File: src/flash_read_regs.svh
// register offsets, reset values and timing counts of the flash read block
`ifndef FLASH_READ_REGS_SVH
`define FLASH_READ_REGS_SVH
`define CFG_OFS 12'h000
`define BANK_OFS 12'h004
`define CMD_OFS 12'h008
`define STAT_OFS 12'h00C
`define CFG_RESET 16'hBFCF
`define LEN_4 3'h1
`define LEN_8 3'h2
`define LEN_CONT 3'h7
`define WORDS_4 3'h3
`define WORDS_8 3'h7
`define BANK_ID_LSB 0
`define BANK_ST_LSB 4
`define BANK_RM_LSB 8
`define CMD_CODE_LSB 0
`define CMD_BANK_LSB 4
`define CMD_BLK_BIT 8
`define CLK_NS 4
`define STANDBY_NS 150
`define STANDBY_CYC ((`STANDBY_NS + `CLK_NS - 1) / `CLK_NS)
`define CROSS_BITS 6
`endif

File: src/flash_read_pkg.sv
// types shared by the flash read block
package flash_read_pkg;
  typedef struct packed {
    logic read_select_bit;
    logic rsv14;
    logic [2:0] first_data_delay_field;
    logic wait_polarity_bit;
    logic data_hold_bit;
    logic wait_config;
    logic burst_order_bit;
    logic active_clock_edge_bit;
    logic [1:0] rsv5_4;
    logic wrap_select_bit;
    logic [2:0] burst_length_field;
  } cfg_type;
  typedef enum logic [2:0] {
    BK_IDLE = 3'h0, BK_PROG = 3'h1, BK_ERASE = 3'h2, BK_PSUSP = 3'h3, BK_ESUSP = 3'h4
  } bank_state_type;
  typedef enum logic [2:0] {
    CMD_RD_ARRAY = 3'h0, CMD_RD_STATUS = 3'h1, CMD_RD_CFI = 3'h2, CMD_RD_SIG = 3'h3,
    CMD_PROGRAM = 3'h4, CMD_ERASE = 3'h5, CMD_SUSPEND = 3'h6, CMD_RESUME = 3'h7
  } cmd_type;
  typedef enum logic [1:0] {
    RM_ARRAY = 2'h0, RM_STATUS = 2'h1, RM_CFI = 2'h2, RM_SIG = 2'h3
  } rmode_type;
  typedef enum logic [2:0] {
    BS_IDLE = 3'h0, BS_LAT = 3'h1, BS_DATA = 3'h2, BS_GAP = 3'h3, BS_END = 3'h4
  } burst_state_type;
  typedef struct packed {
    logic link_clk;
    logic chip_en_n;
    logic latch_en_n;
  } ctl_pins_type;
  typedef struct packed {
    logic accepted;
    logic undefined_data;
  } cmd_result_type;
endpackage : flash_read_pkg

File: src/flash_read_core.sv
// read modes, burst sequencing, wait signalling and bank command checks
//
// The APB register port and the address map were chosen for this implementation.
`timescale 1ns/100ps
`include "flash_read_regs.svh"

// Functional notes
// - async reads only while read select is one
// - four-word page, low address bits ungated
// - first page access slow, same page fast
// - idle 150ns in async enters standby
// - async mode keeps wait asserted
// - burst starts edge after later enable fall
// - latency one to seven, one word per clock
// - length four, eight or continuous
// - data hold one or two clocks
// - sequential or interleaved, wrap or not
// - aligned start gives same sequence either way
// - wait asserted except while data valid
// - continuous crossing 64 inserts start-offset waits
// - wait polarity selectable, high default
// - non-burst modes hold wait asserted
// - single read: only first word valid
// - status, query, signature modes hold wait
// - one bank programs or erases at once
// - other-bank commands per bank state
// - same-bank commands per bank state
// - read select defaults to asynchronous
// - length codes 001, 010, 111 default
module flash_read_core
  import flash_read_pkg::*;
#(
  parameter int ADDR_W = 21,
  parameter int DATA_W = 16,
  parameter int RAND_ACC_NS = 64,
  parameter int PAGE_ACC_NS = 20
) (
  // clock and reset
  input wire logic i_clock,
  input wire logic i_rst_n,
  // apb slave
  input wire logic i_psel,
  input wire logic i_penable,
  input wire logic i_pwrite,
  input wire logic [11:0] i_paddr,
  input wire logic [31:0] i_pwdata,
  output logic o_pready,
  output logic o_pslverr,
  output logic [31:0] o_prdata,
  // flash pins from host
  input wire ctl_pins_type i_pins,
  input wire logic [ADDR_W-1:0] i_addr,
  output logic o_wait,
  output logic [DATA_W-1:0] o_data,
  output logic o_data_valid,
  output logic o_standby,
  // array core
  output logic [ADDR_W-1:0] o_array_addr,
  input wire logic [DATA_W-1:0] i_array_data
);
  localparam logic [7:0] RAND_CYC = 8'((RAND_ACC_NS + `CLK_NS - 1) / `CLK_NS);
  localparam logic [7:0] PAGE_CYC = 8'((PAGE_ACC_NS + `CLK_NS - 1) / `CLK_NS);
  localparam logic [7:0] STBY_CYC = 8'(`STANDBY_CYC);

  // word address of burst word n
  function automatic logic [ADDR_W-1:0] word_addr(input logic [ADDR_W-1:0] st,
      input logic [ADDR_W-1:0] n, input cfg_type c);
    logic [ADDR_W-1:0] m;
    m = (c.burst_length_field == `LEN_8) ? ADDR_W'(`WORDS_8) : ADDR_W'(`WORDS_4);
    if (c.burst_length_field == `LEN_CONT || c.wrap_select_bit) begin
      word_addr = st + n;
    end else if (c.burst_order_bit) begin
      word_addr = (st & ~m) | ((st + n) & m);
    end else begin
      word_addr = (st & ~m) | ((st ^ n) & m);
    end
  endfunction : word_addr

  // acceptance of a command given the target bank state
  function automatic cmd_result_type check_cmd(input bank_state_type st, input logic same,
      input logic blk, input cmd_type c);
    cmd_result_type r;
    logic rd;
    rd = (c == CMD_RD_ARRAY) || (c == CMD_RD_STATUS) || (c == CMD_RD_CFI) || (c == CMD_RD_SIG);
    r.accepted = 1'b0;
    r.undefined_data = 1'b0;
    case (st)
      BK_IDLE: r.accepted = 1'b1;
      BK_PROG, BK_ERASE: begin
        r.accepted = rd || (c == CMD_SUSPEND);
        r.undefined_data = same && (c == CMD_RD_ARRAY);
      end
      BK_PSUSP: r.accepted = rd || (c == CMD_RESUME);
      BK_ESUSP: r.accepted = rd || (c == CMD_RESUME) || (c == CMD_PROGRAM);
      default: r.accepted = 1'b0;
    endcase
    if (same && blk && (st == BK_PSUSP || st == BK_ESUSP)
        && (c == CMD_RD_ARRAY || c == CMD_PROGRAM)) begin
      r.accepted = 1'b0;
    end
    check_cmd = r;
  endfunction : check_cmd

  // pin synchronisers
  ctl_pins_type pins1_ff, pins2_ff, prev_ff;
  logic [ADDR_W-1:0] addr1_ff, addr2_ff, prev_addr_ff;

  always_ff @(posedge i_clock or negedge i_rst_n) begin
    if (!i_rst_n) begin
      pins1_ff <= '{link_clk: 1'b0, chip_en_n: 1'b1, latch_en_n: 1'b1};
      pins2_ff <= '{link_clk: 1'b0, chip_en_n: 1'b1, latch_en_n: 1'b1};
      prev_ff <= '{link_clk: 1'b0, chip_en_n: 1'b1, latch_en_n: 1'b1};
      addr1_ff <= '0;
      addr2_ff <= '0;
      prev_addr_ff <= '0;
    end else begin
      pins1_ff <= i_pins;
      pins2_ff <= pins1_ff;
      prev_ff <= pins2_ff;
      addr1_ff <= i_addr;
      addr2_ff <= addr1_ff;
      prev_addr_ff <= addr2_ff;
    end
  end

  // register state
  cfg_type cfg_ff, nxt_cfg;
  logic [3:0] busy_bank_ff, nxt_busy_bank;
  bank_state_type bank_st_ff, nxt_bank_st;
  rmode_type rmode_ff, nxt_rmode;
  cmd_result_type result_ff, nxt_result;
  logic [31:0] prdata_ff, nxt_prdata;
  logic pslverr_ff, nxt_pslverr;
  logic hit;

  // link state
  burst_state_type bst_ff, nxt_bst;
  logic [2:0] lat_cnt_ff, nxt_lat_cnt;
  logic hold_ff, nxt_hold;
  logic [ADDR_W-1:0] word_n_ff, nxt_word_n, start_ff, nxt_start, arr_addr_ff, nxt_arr_addr;
  logic [1:0] gap_cnt_ff, nxt_gap_cnt;
  logic crossed_ff, nxt_crossed, single_ff, nxt_single, armed_ff, nxt_armed;
  logic valid_ff, nxt_valid, wait_asrt_ff, nxt_wait_asrt, standby_ff, nxt_standby;
  logic [ADDR_W-3:0] page_ff, nxt_page;
  logic [7:0] acc_cnt_ff, nxt_acc_cnt, idle_cnt_ff, nxt_idle_cnt;
  logic [DATA_W-1:0] data_ff;
  logic edge_hit, le_fall, ce_fall, activity, async_mode;
  logic [ADDR_W-1:0] next_word;

  assign o_pready = 1'b1;
  assign o_pslverr = pslverr_ff;
  assign o_prdata = prdata_ff;
  assign o_wait = cfg_ff.wait_polarity_bit ? wait_asrt_ff : ~wait_asrt_ff;
  assign o_data = data_ff;
  assign o_data_valid = valid_ff;
  assign o_standby = standby_ff;
  assign o_array_addr = arr_addr_ff;

  assign hit = (i_paddr == `CFG_OFS) || (i_paddr == `BANK_OFS) || (i_paddr == `CMD_OFS)
      || (i_paddr == `STAT_OFS);

  always_comb begin
    nxt_cfg = cfg_ff;
    nxt_busy_bank = busy_bank_ff;
    nxt_bank_st = bank_st_ff;
    nxt_rmode = rmode_ff;
    nxt_result = result_ff;
    nxt_prdata = prdata_ff;
    nxt_pslverr = 1'b0;
    if (i_psel && !i_penable) begin
      nxt_pslverr = !hit;
      if (i_paddr == `CFG_OFS) begin
        nxt_prdata = {16'h0000, cfg_ff};
      end else if (i_paddr == `BANK_OFS) begin
        nxt_prdata = {22'h000000, rmode_ff, 1'b0, bank_st_ff, busy_bank_ff};
      end else if (i_paddr == `STAT_OFS) begin
        nxt_prdata = {25'h0000000, bst_ff, valid_ff, standby_ff, result_ff};
      end else begin
        nxt_prdata = 32'h00000000;
      end
    end
    if (i_psel && i_penable && i_pwrite) begin
      if (i_paddr == `CFG_OFS) begin
        nxt_cfg = cfg_type'(i_pwdata[15:0]);
        nxt_cfg.rsv14 = 1'b0;
        nxt_cfg.rsv5_4 = 2'h0;
      end else if (i_paddr == `BANK_OFS) begin
        nxt_busy_bank = i_pwdata[`BANK_ID_LSB +: 4];
        nxt_bank_st = bank_state_type'(i_pwdata[`BANK_ST_LSB +: 3]);
        nxt_rmode = rmode_type'(i_pwdata[`BANK_RM_LSB +: 2]);
      end else if (i_paddr == `CMD_OFS) begin
        nxt_result = check_cmd(bank_st_ff, i_pwdata[`CMD_BANK_LSB +: 4] == busy_bank_ff,
            i_pwdata[`CMD_BLK_BIT], cmd_type'(i_pwdata[`CMD_CODE_LSB +: 3]));
      end
    end
  end

  always_ff @(posedge i_clock or negedge i_rst_n) begin
    if (!i_rst_n) begin
      cfg_ff <= cfg_type'(`CFG_RESET);
      busy_bank_ff <= 4'h0;
      bank_st_ff <= BK_IDLE;
      rmode_ff <= RM_ARRAY;
      result_ff <= '0;
      prdata_ff <= 32'h00000000;
      pslverr_ff <= 1'b0;
    end else begin
      cfg_ff <= nxt_cfg;
      busy_bank_ff <= nxt_busy_bank;
      bank_st_ff <= nxt_bank_st;
      rmode_ff <= nxt_rmode;
      result_ff <= nxt_result;
      prdata_ff <= nxt_prdata;
      pslverr_ff <= nxt_pslverr;
    end
  end

  // link edge and enable detection
  assign edge_hit = cfg_ff.active_clock_edge_bit ? (pins2_ff.link_clk && !prev_ff.link_clk)
      : (!pins2_ff.link_clk && prev_ff.link_clk);
  assign le_fall = prev_ff.latch_en_n && !pins2_ff.latch_en_n;
  assign ce_fall = prev_ff.chip_en_n && !pins2_ff.chip_en_n;
  assign activity = (addr2_ff != prev_addr_ff) || (pins2_ff.chip_en_n != prev_ff.chip_en_n)
      || (pins2_ff.latch_en_n != prev_ff.latch_en_n);
  assign async_mode = cfg_ff.read_select_bit;
  assign next_word = word_addr(start_ff, word_n_ff + ADDR_W'(1), cfg_ff);

  always_comb begin
    nxt_bst = bst_ff;
    nxt_lat_cnt = lat_cnt_ff;
    nxt_hold = hold_ff;
    nxt_word_n = word_n_ff;
    nxt_start = start_ff;
    nxt_arr_addr = arr_addr_ff;
    nxt_gap_cnt = gap_cnt_ff;
    nxt_crossed = crossed_ff;
    nxt_single = single_ff;
    nxt_armed = armed_ff;
    nxt_valid = valid_ff;
    nxt_page = page_ff;
    nxt_acc_cnt = acc_cnt_ff;
    nxt_idle_cnt = idle_cnt_ff;
    nxt_standby = 1'b0;
    if (async_mode) begin
      nxt_bst = BS_IDLE;
      if (!pins2_ff.chip_en_n && (ce_fall || addr2_ff != prev_addr_ff)) begin
        nxt_arr_addr = addr2_ff;
        nxt_page = addr2_ff[ADDR_W-1:2];
        nxt_valid = 1'b0;
        if (ce_fall || addr2_ff[ADDR_W-1:2] != page_ff) begin
          nxt_acc_cnt = RAND_CYC;
        end else begin
          nxt_acc_cnt = PAGE_CYC;
        end
      end else if (pins2_ff.chip_en_n) begin
        nxt_valid = 1'b0;
        nxt_acc_cnt = 8'h00;
      end else if (acc_cnt_ff != 8'h00) begin
        nxt_acc_cnt = acc_cnt_ff - 8'h01;
        nxt_valid = (acc_cnt_ff == 8'h01);
      end
      if (activity) begin
        nxt_idle_cnt = 8'h00;
      end else if (idle_cnt_ff < STBY_CYC) begin
        nxt_idle_cnt = idle_cnt_ff + 8'h01;
      end
      nxt_standby = !activity && (idle_cnt_ff >= STBY_CYC);
    end else begin
      nxt_idle_cnt = 8'h00;
      if (le_fall || ce_fall) begin
        nxt_armed = !pins2_ff.chip_en_n && !pins2_ff.latch_en_n;
      end
      if (pins2_ff.chip_en_n) begin
        nxt_bst = BS_IDLE;
        nxt_valid = 1'b0;
        nxt_armed = 1'b0;
      end else if (edge_hit && armed_ff) begin
        nxt_armed = 1'b0;
        nxt_bst = BS_LAT;
        nxt_start = addr2_ff;
        nxt_arr_addr = addr2_ff;
        nxt_word_n = '0;
        nxt_lat_cnt = cfg_ff.first_data_delay_field;
        nxt_hold = 1'b0;
        nxt_crossed = 1'b0;
        nxt_single = (rmode_ff != RM_ARRAY);
        nxt_valid = 1'b0;
      end else if (edge_hit) begin
        case (bst_ff)
          BS_LAT: begin
            nxt_lat_cnt = lat_cnt_ff - 3'h1;
            if (lat_cnt_ff <= 3'h1) begin
              nxt_bst = BS_DATA;
              nxt_valid = 1'b1;
            end
          end
          BS_DATA: begin
            if (cfg_ff.data_hold_bit && !hold_ff) begin
              nxt_hold = 1'b1;
            end else begin
              nxt_hold = 1'b0;
              nxt_word_n = word_n_ff + ADDR_W'(1);
              nxt_arr_addr = next_word;
              if (single_ff || (cfg_ff.burst_length_field == `LEN_4
                  && word_n_ff == ADDR_W'(`WORDS_4)) || (cfg_ff.burst_length_field == `LEN_8
                  && word_n_ff == ADDR_W'(`WORDS_8))) begin
                nxt_bst = BS_END;
                nxt_valid = 1'b0;
              end else if (next_word[`CROSS_BITS-1:0] == '0 && start_ff[1:0] != 2'h0
                  && !crossed_ff && (cfg_ff.burst_length_field == `LEN_CONT
                  || cfg_ff.wrap_select_bit)) begin
                nxt_bst = BS_GAP;
                nxt_gap_cnt = start_ff[1:0];
                nxt_crossed = 1'b1;
                nxt_valid = 1'b0;
              end
            end
          end
          BS_GAP: begin
            nxt_gap_cnt = gap_cnt_ff - 2'h1;
            if (gap_cnt_ff == 2'h1) begin
              nxt_bst = BS_DATA;
              nxt_valid = 1'b1;
            end
          end
          default: nxt_bst = bst_ff;
        endcase
      end
    end
    // wait released only on valid array burst data
    nxt_wait_asrt = !(nxt_bst == BS_DATA && nxt_valid && !async_mode
        && rmode_ff == RM_ARRAY);
  end

  always_ff @(posedge i_clock or negedge i_rst_n) begin
    if (!i_rst_n) begin
      bst_ff <= BS_IDLE;
      lat_cnt_ff <= 3'h0;
      hold_ff <= 1'b0;
      word_n_ff <= '0;
      start_ff <= '0;
      arr_addr_ff <= '0;
      gap_cnt_ff <= 2'h0;
      crossed_ff <= 1'b0;
      single_ff <= 1'b0;
      armed_ff <= 1'b0;
      valid_ff <= 1'b0;
      wait_asrt_ff <= 1'b1;
      standby_ff <= 1'b0;
      page_ff <= '0;
      acc_cnt_ff <= 8'h00;
      idle_cnt_ff <= 8'h00;
      data_ff <= '0;
    end else begin
      bst_ff <= nxt_bst;
      lat_cnt_ff <= nxt_lat_cnt;
      hold_ff <= nxt_hold;
      word_n_ff <= nxt_word_n;
      start_ff <= nxt_start;
      arr_addr_ff <= nxt_arr_addr;
      gap_cnt_ff <= nxt_gap_cnt;
      crossed_ff <= nxt_crossed;
      single_ff <= nxt_single;
      armed_ff <= nxt_armed;
      valid_ff <= nxt_valid;
      wait_asrt_ff <= nxt_wait_asrt;
      standby_ff <= nxt_standby;
      page_ff <= nxt_page;
      acc_cnt_ff <= nxt_acc_cnt;
      idle_cnt_ff <= nxt_idle_cnt;
      data_ff <= i_array_data;
    end
  end
endmodule : flash_read_core

File: config.mk
export PLATFORM = sky130hd
export DESIGN_NAME = flash_read_core
export DESIGN_NICKNAME = d
export VERILOG_FILES = /design/src/flash_read_pkg.sv /design/src/flash_read_core.sv
export VERILOG_INCLUDE_DIRS = /design/src
export SDC_FILE = /design/constraint.sdc
export NUM_CORES = 1
export LEC_CHECK = 0
export ABC_CLOCK_PERIOD_IN_PS = 6100
export BUFFER_PORTS_ARGS = -buffer_cell sky130_fd_sc_hd__buf_2
export CORE_MARGIN = 4
export CORE_UTILIZATION = 55
export DETAILED_ROUTE_END_ITERATION = 12
export GPL_ROUTABILITY_DRIVEN = 0
export PLACE_DENSITY = 0.81
export SYNTH_ARGS = -nofsm -noshare
export SYNTH_HDL_FRONTEND = slang
export SYNTH_SLANG_ARGS = --single-unit
File: constraint.sdc
create_clock -name i_clock -period 6.1 [get_ports i_clock]
set_clock_uncertainty 0.1 [all_clocks]
set_input_delay 0.305 -clock i_clock [delete_from_list [all_inputs] [get_ports i_clock]]
set_output_delay 0.305 -clock i_clock [all_outputs]
set_load 0.01 [all_outputs]
==> metrics <==
outcome finished, final reports clean; Lkg Pwr 0.00640 uW; Slew headroom 0.241; Total GRT Usage 0.237; max cap viols 0; vias in the first global route 8,830; Slew @ Worst Pin 1.14 ns; # port buffers 127; Synth Area in Compound Gates 0.123; RSZ-0062 raised after global routing no; Synth Area in Simple Gates 0.137; post-synthesis cell count 1,062; Adder-Cell Fraction of Synth Area 0.0358; Distinct cells, synth 71; Nets 1,359; Design Power 3870 uW; CP Class reg -> reg; vias after detailed routing 8,689; Fmax 0.251 GHz; initial drt markers 664; startpoint types register; Synth top area share 0.485; Pwr Density 284 nW/um^2; placed cell area 12,200 sq um; Site Rows 52; Die Area 23,100 sq um; Area Growth Syn to Fin 19.5%; syn_area_per_cell 10.7 sq um; layout cell share with drive strength beyond 1 0.220; final period utilization 0.653; ys flop type dfrtp_1; register bit total from synthesis 241; largest net degree at the start of global routing 89; CTS max path bufs 3; Hold Crit Class in -> reg; FILL cells 1,486; Initial Utilization 0.562; Hold Path Origin i_paddr[2]; design area 13,600 sq um; FF-to-FF Start word_n_ff[2]; sequential share of the synthesized area 0.531; Post-CTS Setup Repair Bufs 0; CTS tree built; DIE WIDTH 152 microns; ant diodes 0; WP data arrival 4.27 ns; routed vias/inst 5.69; Async SR Flop Fraction 1.00; Worst EP required 6.39 ns; GRT overflow 0; DPL Wire Length 18,000 microns; root buffer cell clkbuf_16; Detailed Routing Iterations Pass 1 5; wire length per cell 18.1 microns; total core area 20,300 sq um; Setup crit start word_n_ff[2]; fin crit period 3.98 ns; antenna-violating nets left 0; Die Span Y 152 microns; clk_lat worst skew 0.53 ns; synth warn 0; WL final 27,600 microns; first-pass GRT wire length 45,800 microns; post-layout util 0.671; max-slew violations 0; setup TNS 0 ns; CP Max Fanout 8; DRC 0; total CTS buffers 25; post-synthesis mux area share 0.0728; Synth Area in XOR/XNOR 0.0660; top post-synthesis cells by area dfrtp_1 48%, mux2_2 6.3%, dfstp_2 4.6%; Clk pin slew, worst setup/hold paths 0.07 ns; initial antenna violation count 0; Final Hold Viols 0; H-tree Lvls 1; largest family of logic cells by synthesized area simple AND/OR/NAND/NOR gates; # IOs 163; Worst VDD drop 0.272 mV; # setup viols final 0; CTS Sinks 241; number of flops mapped to enable cells by yosys 0; Post-Syn Area 11,400 sq um; Setup crit end kind register; Synth area leader dfrtp_1
==> cell families after synthesis <==
kind of cell	after synthesis
other	2
adders and majority gates	32
buffers and inverters	84
and+or+nand+nor	313
AOI/OAI and AO/OA	229
xor gates and xnor gates	86
muxes	75
DFF	241
==> flip-flops by register name, indices dropped and copies added, names as in the netlist, 4 cells and up <==
register / count
addr1_ff: 21
idle_cnt_ff: 8
page_ff: 19
prev_addr_ff: 21
busy_bank_ff: 4
addr2_ff: 21
o_array_addr: 21
start_ff: 21
o_data: 16
cfg_ff: 12
acc_cnt_ff: 8
o_prdata: 15
word_n_ff: 21
==> layout make-up <==
class | count | area (sq um) | share of cell area
clock buffer | 34 | 709 | 0.0520
tap | 270 | 338 | 0.0248
clock inverter | 11 | 120 | 0.00881
multi-input combinational | 753 | 5040 | 0.370
inverter | 25 | 93.8 | 0.00688
timing repair buffer | 192 | 1270 | 0.0934
sequential | 241 | 6060 | 0.444
==> synth_stat cells, drive strengths merged, types with 3 or more instances <==
master  instances
dfrtp         221
nand2         114
o21ai          94
nor2           67
mux2           64
a21oi          47
xor2           45
xnor2          41
clkbuf         32
ha             31
buf            27
inv            25
nand3          22
nor4           21
dfstp          20
nor3           20
nand4          15
a31oi          14
mux2i          11
a21o           10
o31ai          10
and3            8
o211ai          8
nand2b          7
or3             7
and2            6
nand3b          6
nor2b           6
a211oi          5
nor3b           5
o21a            5
o311ai          5
a22o            4
a22oi           3
o21bai          3
==> power breakdown <==
| part | switching [uW] | internal [uW] | total, uW |
|---|---|---|---|
| clock | 641 | 901 | 1540 |
| sequential | 104 | 1710 | 1810 |
| combinational | 280 | 230 | 509 |
==> what timing repair did <==
item	CTS	global route
hold endpoints to repair	143	0
hold buffers	56	0
resized for setup	0	0
==> per-stage QoR <==
step	hold slack (ns)	cells	setup slack [ns]
floorplan	-0.0906	1078	2.70
global placement	0.219	1425	2.31
detailed placement	0.227	1425	2.19
CTS	0.0583	1526	2.16
global route	0.117	1526	1.73
finish	0.0790	1526	2.12
==> worst max-delay path, stage by stage, from the launching register on <==
cell and delay [ns]:
dfrtp_1 0.52, nand4_2 0.23, nor3_1 0.50, nand2_1 0.10
nor2_1 0.28, xnor2_1 0.19, ha_1 0.34, and3_1 0.25
a311oi_1 0.26, o21ai_0 0.19, a21oi_1 0.26, mux2i_1 0.23
nand4_1 0.14, xnor2_1 0.16, o22ai_1 0.09
==> path summary, 6_finish.rpt <==
check	endpoint	slack [ns]	cells past startpoint
worst max-delay path	o_array_addr[20]	2.12	14
max in group asynchronous	o_prdata[12]	4.13	3
worst min-delay path	result_ff[1]	0.08	3
min in group asynchronous	start_ff[1]	0.25	2
worst max register to register	o_array_addr[20]	2.12	14
worst min register to register	addr2_ff[8]	0.25	0
==> per-layer routing <==
| layer | vias to the layer above | global-route usage | share of wire |
|---|---|---|---|
| met3 | 58 | 0.0404 | 0.060 |
| met4 | 0 | 0.0685 | 0.027 |
| met1 | 4239 | 0.318 | 0.42 |
| met2 | 315 | 0.401 | 0.50 |
| met5 | - | 0 | 0 |
| li1 | 4077 | - | - |
==> placed cells by master (no fill, tap or decap), types with 5 or more instances in the layout <==
cell type,n
a211oi_1,5
a21o_1,10
a21oi_1,47
a31oi_1,13
and2_1,5
and3_1,8
buf_2,126
buf_4,9
clkbuf_16,25
clkbuf_8,5
conb_1,18
dfrtp_1,221
dfstp_2,20
dlygate4sd3_1,56
ha_1,31
inv_1,25
mux2_2,64
mux2i_1,11
nand2_1,113
nand2b_1,7
nand3_1,22
nand3b_1,6
nand4_1,13
nor2_1,67
nor2b_1,6
nor3_1,18
nor3b_1,5
nor4_1,16
o211ai_1,8
o21a_1,5
o21ai_0,77
o21ai_1,17
o31ai_1,10
or3_1,7
xnor2_1,41
xor2_1,45
(Power assumes the default switching activity.)
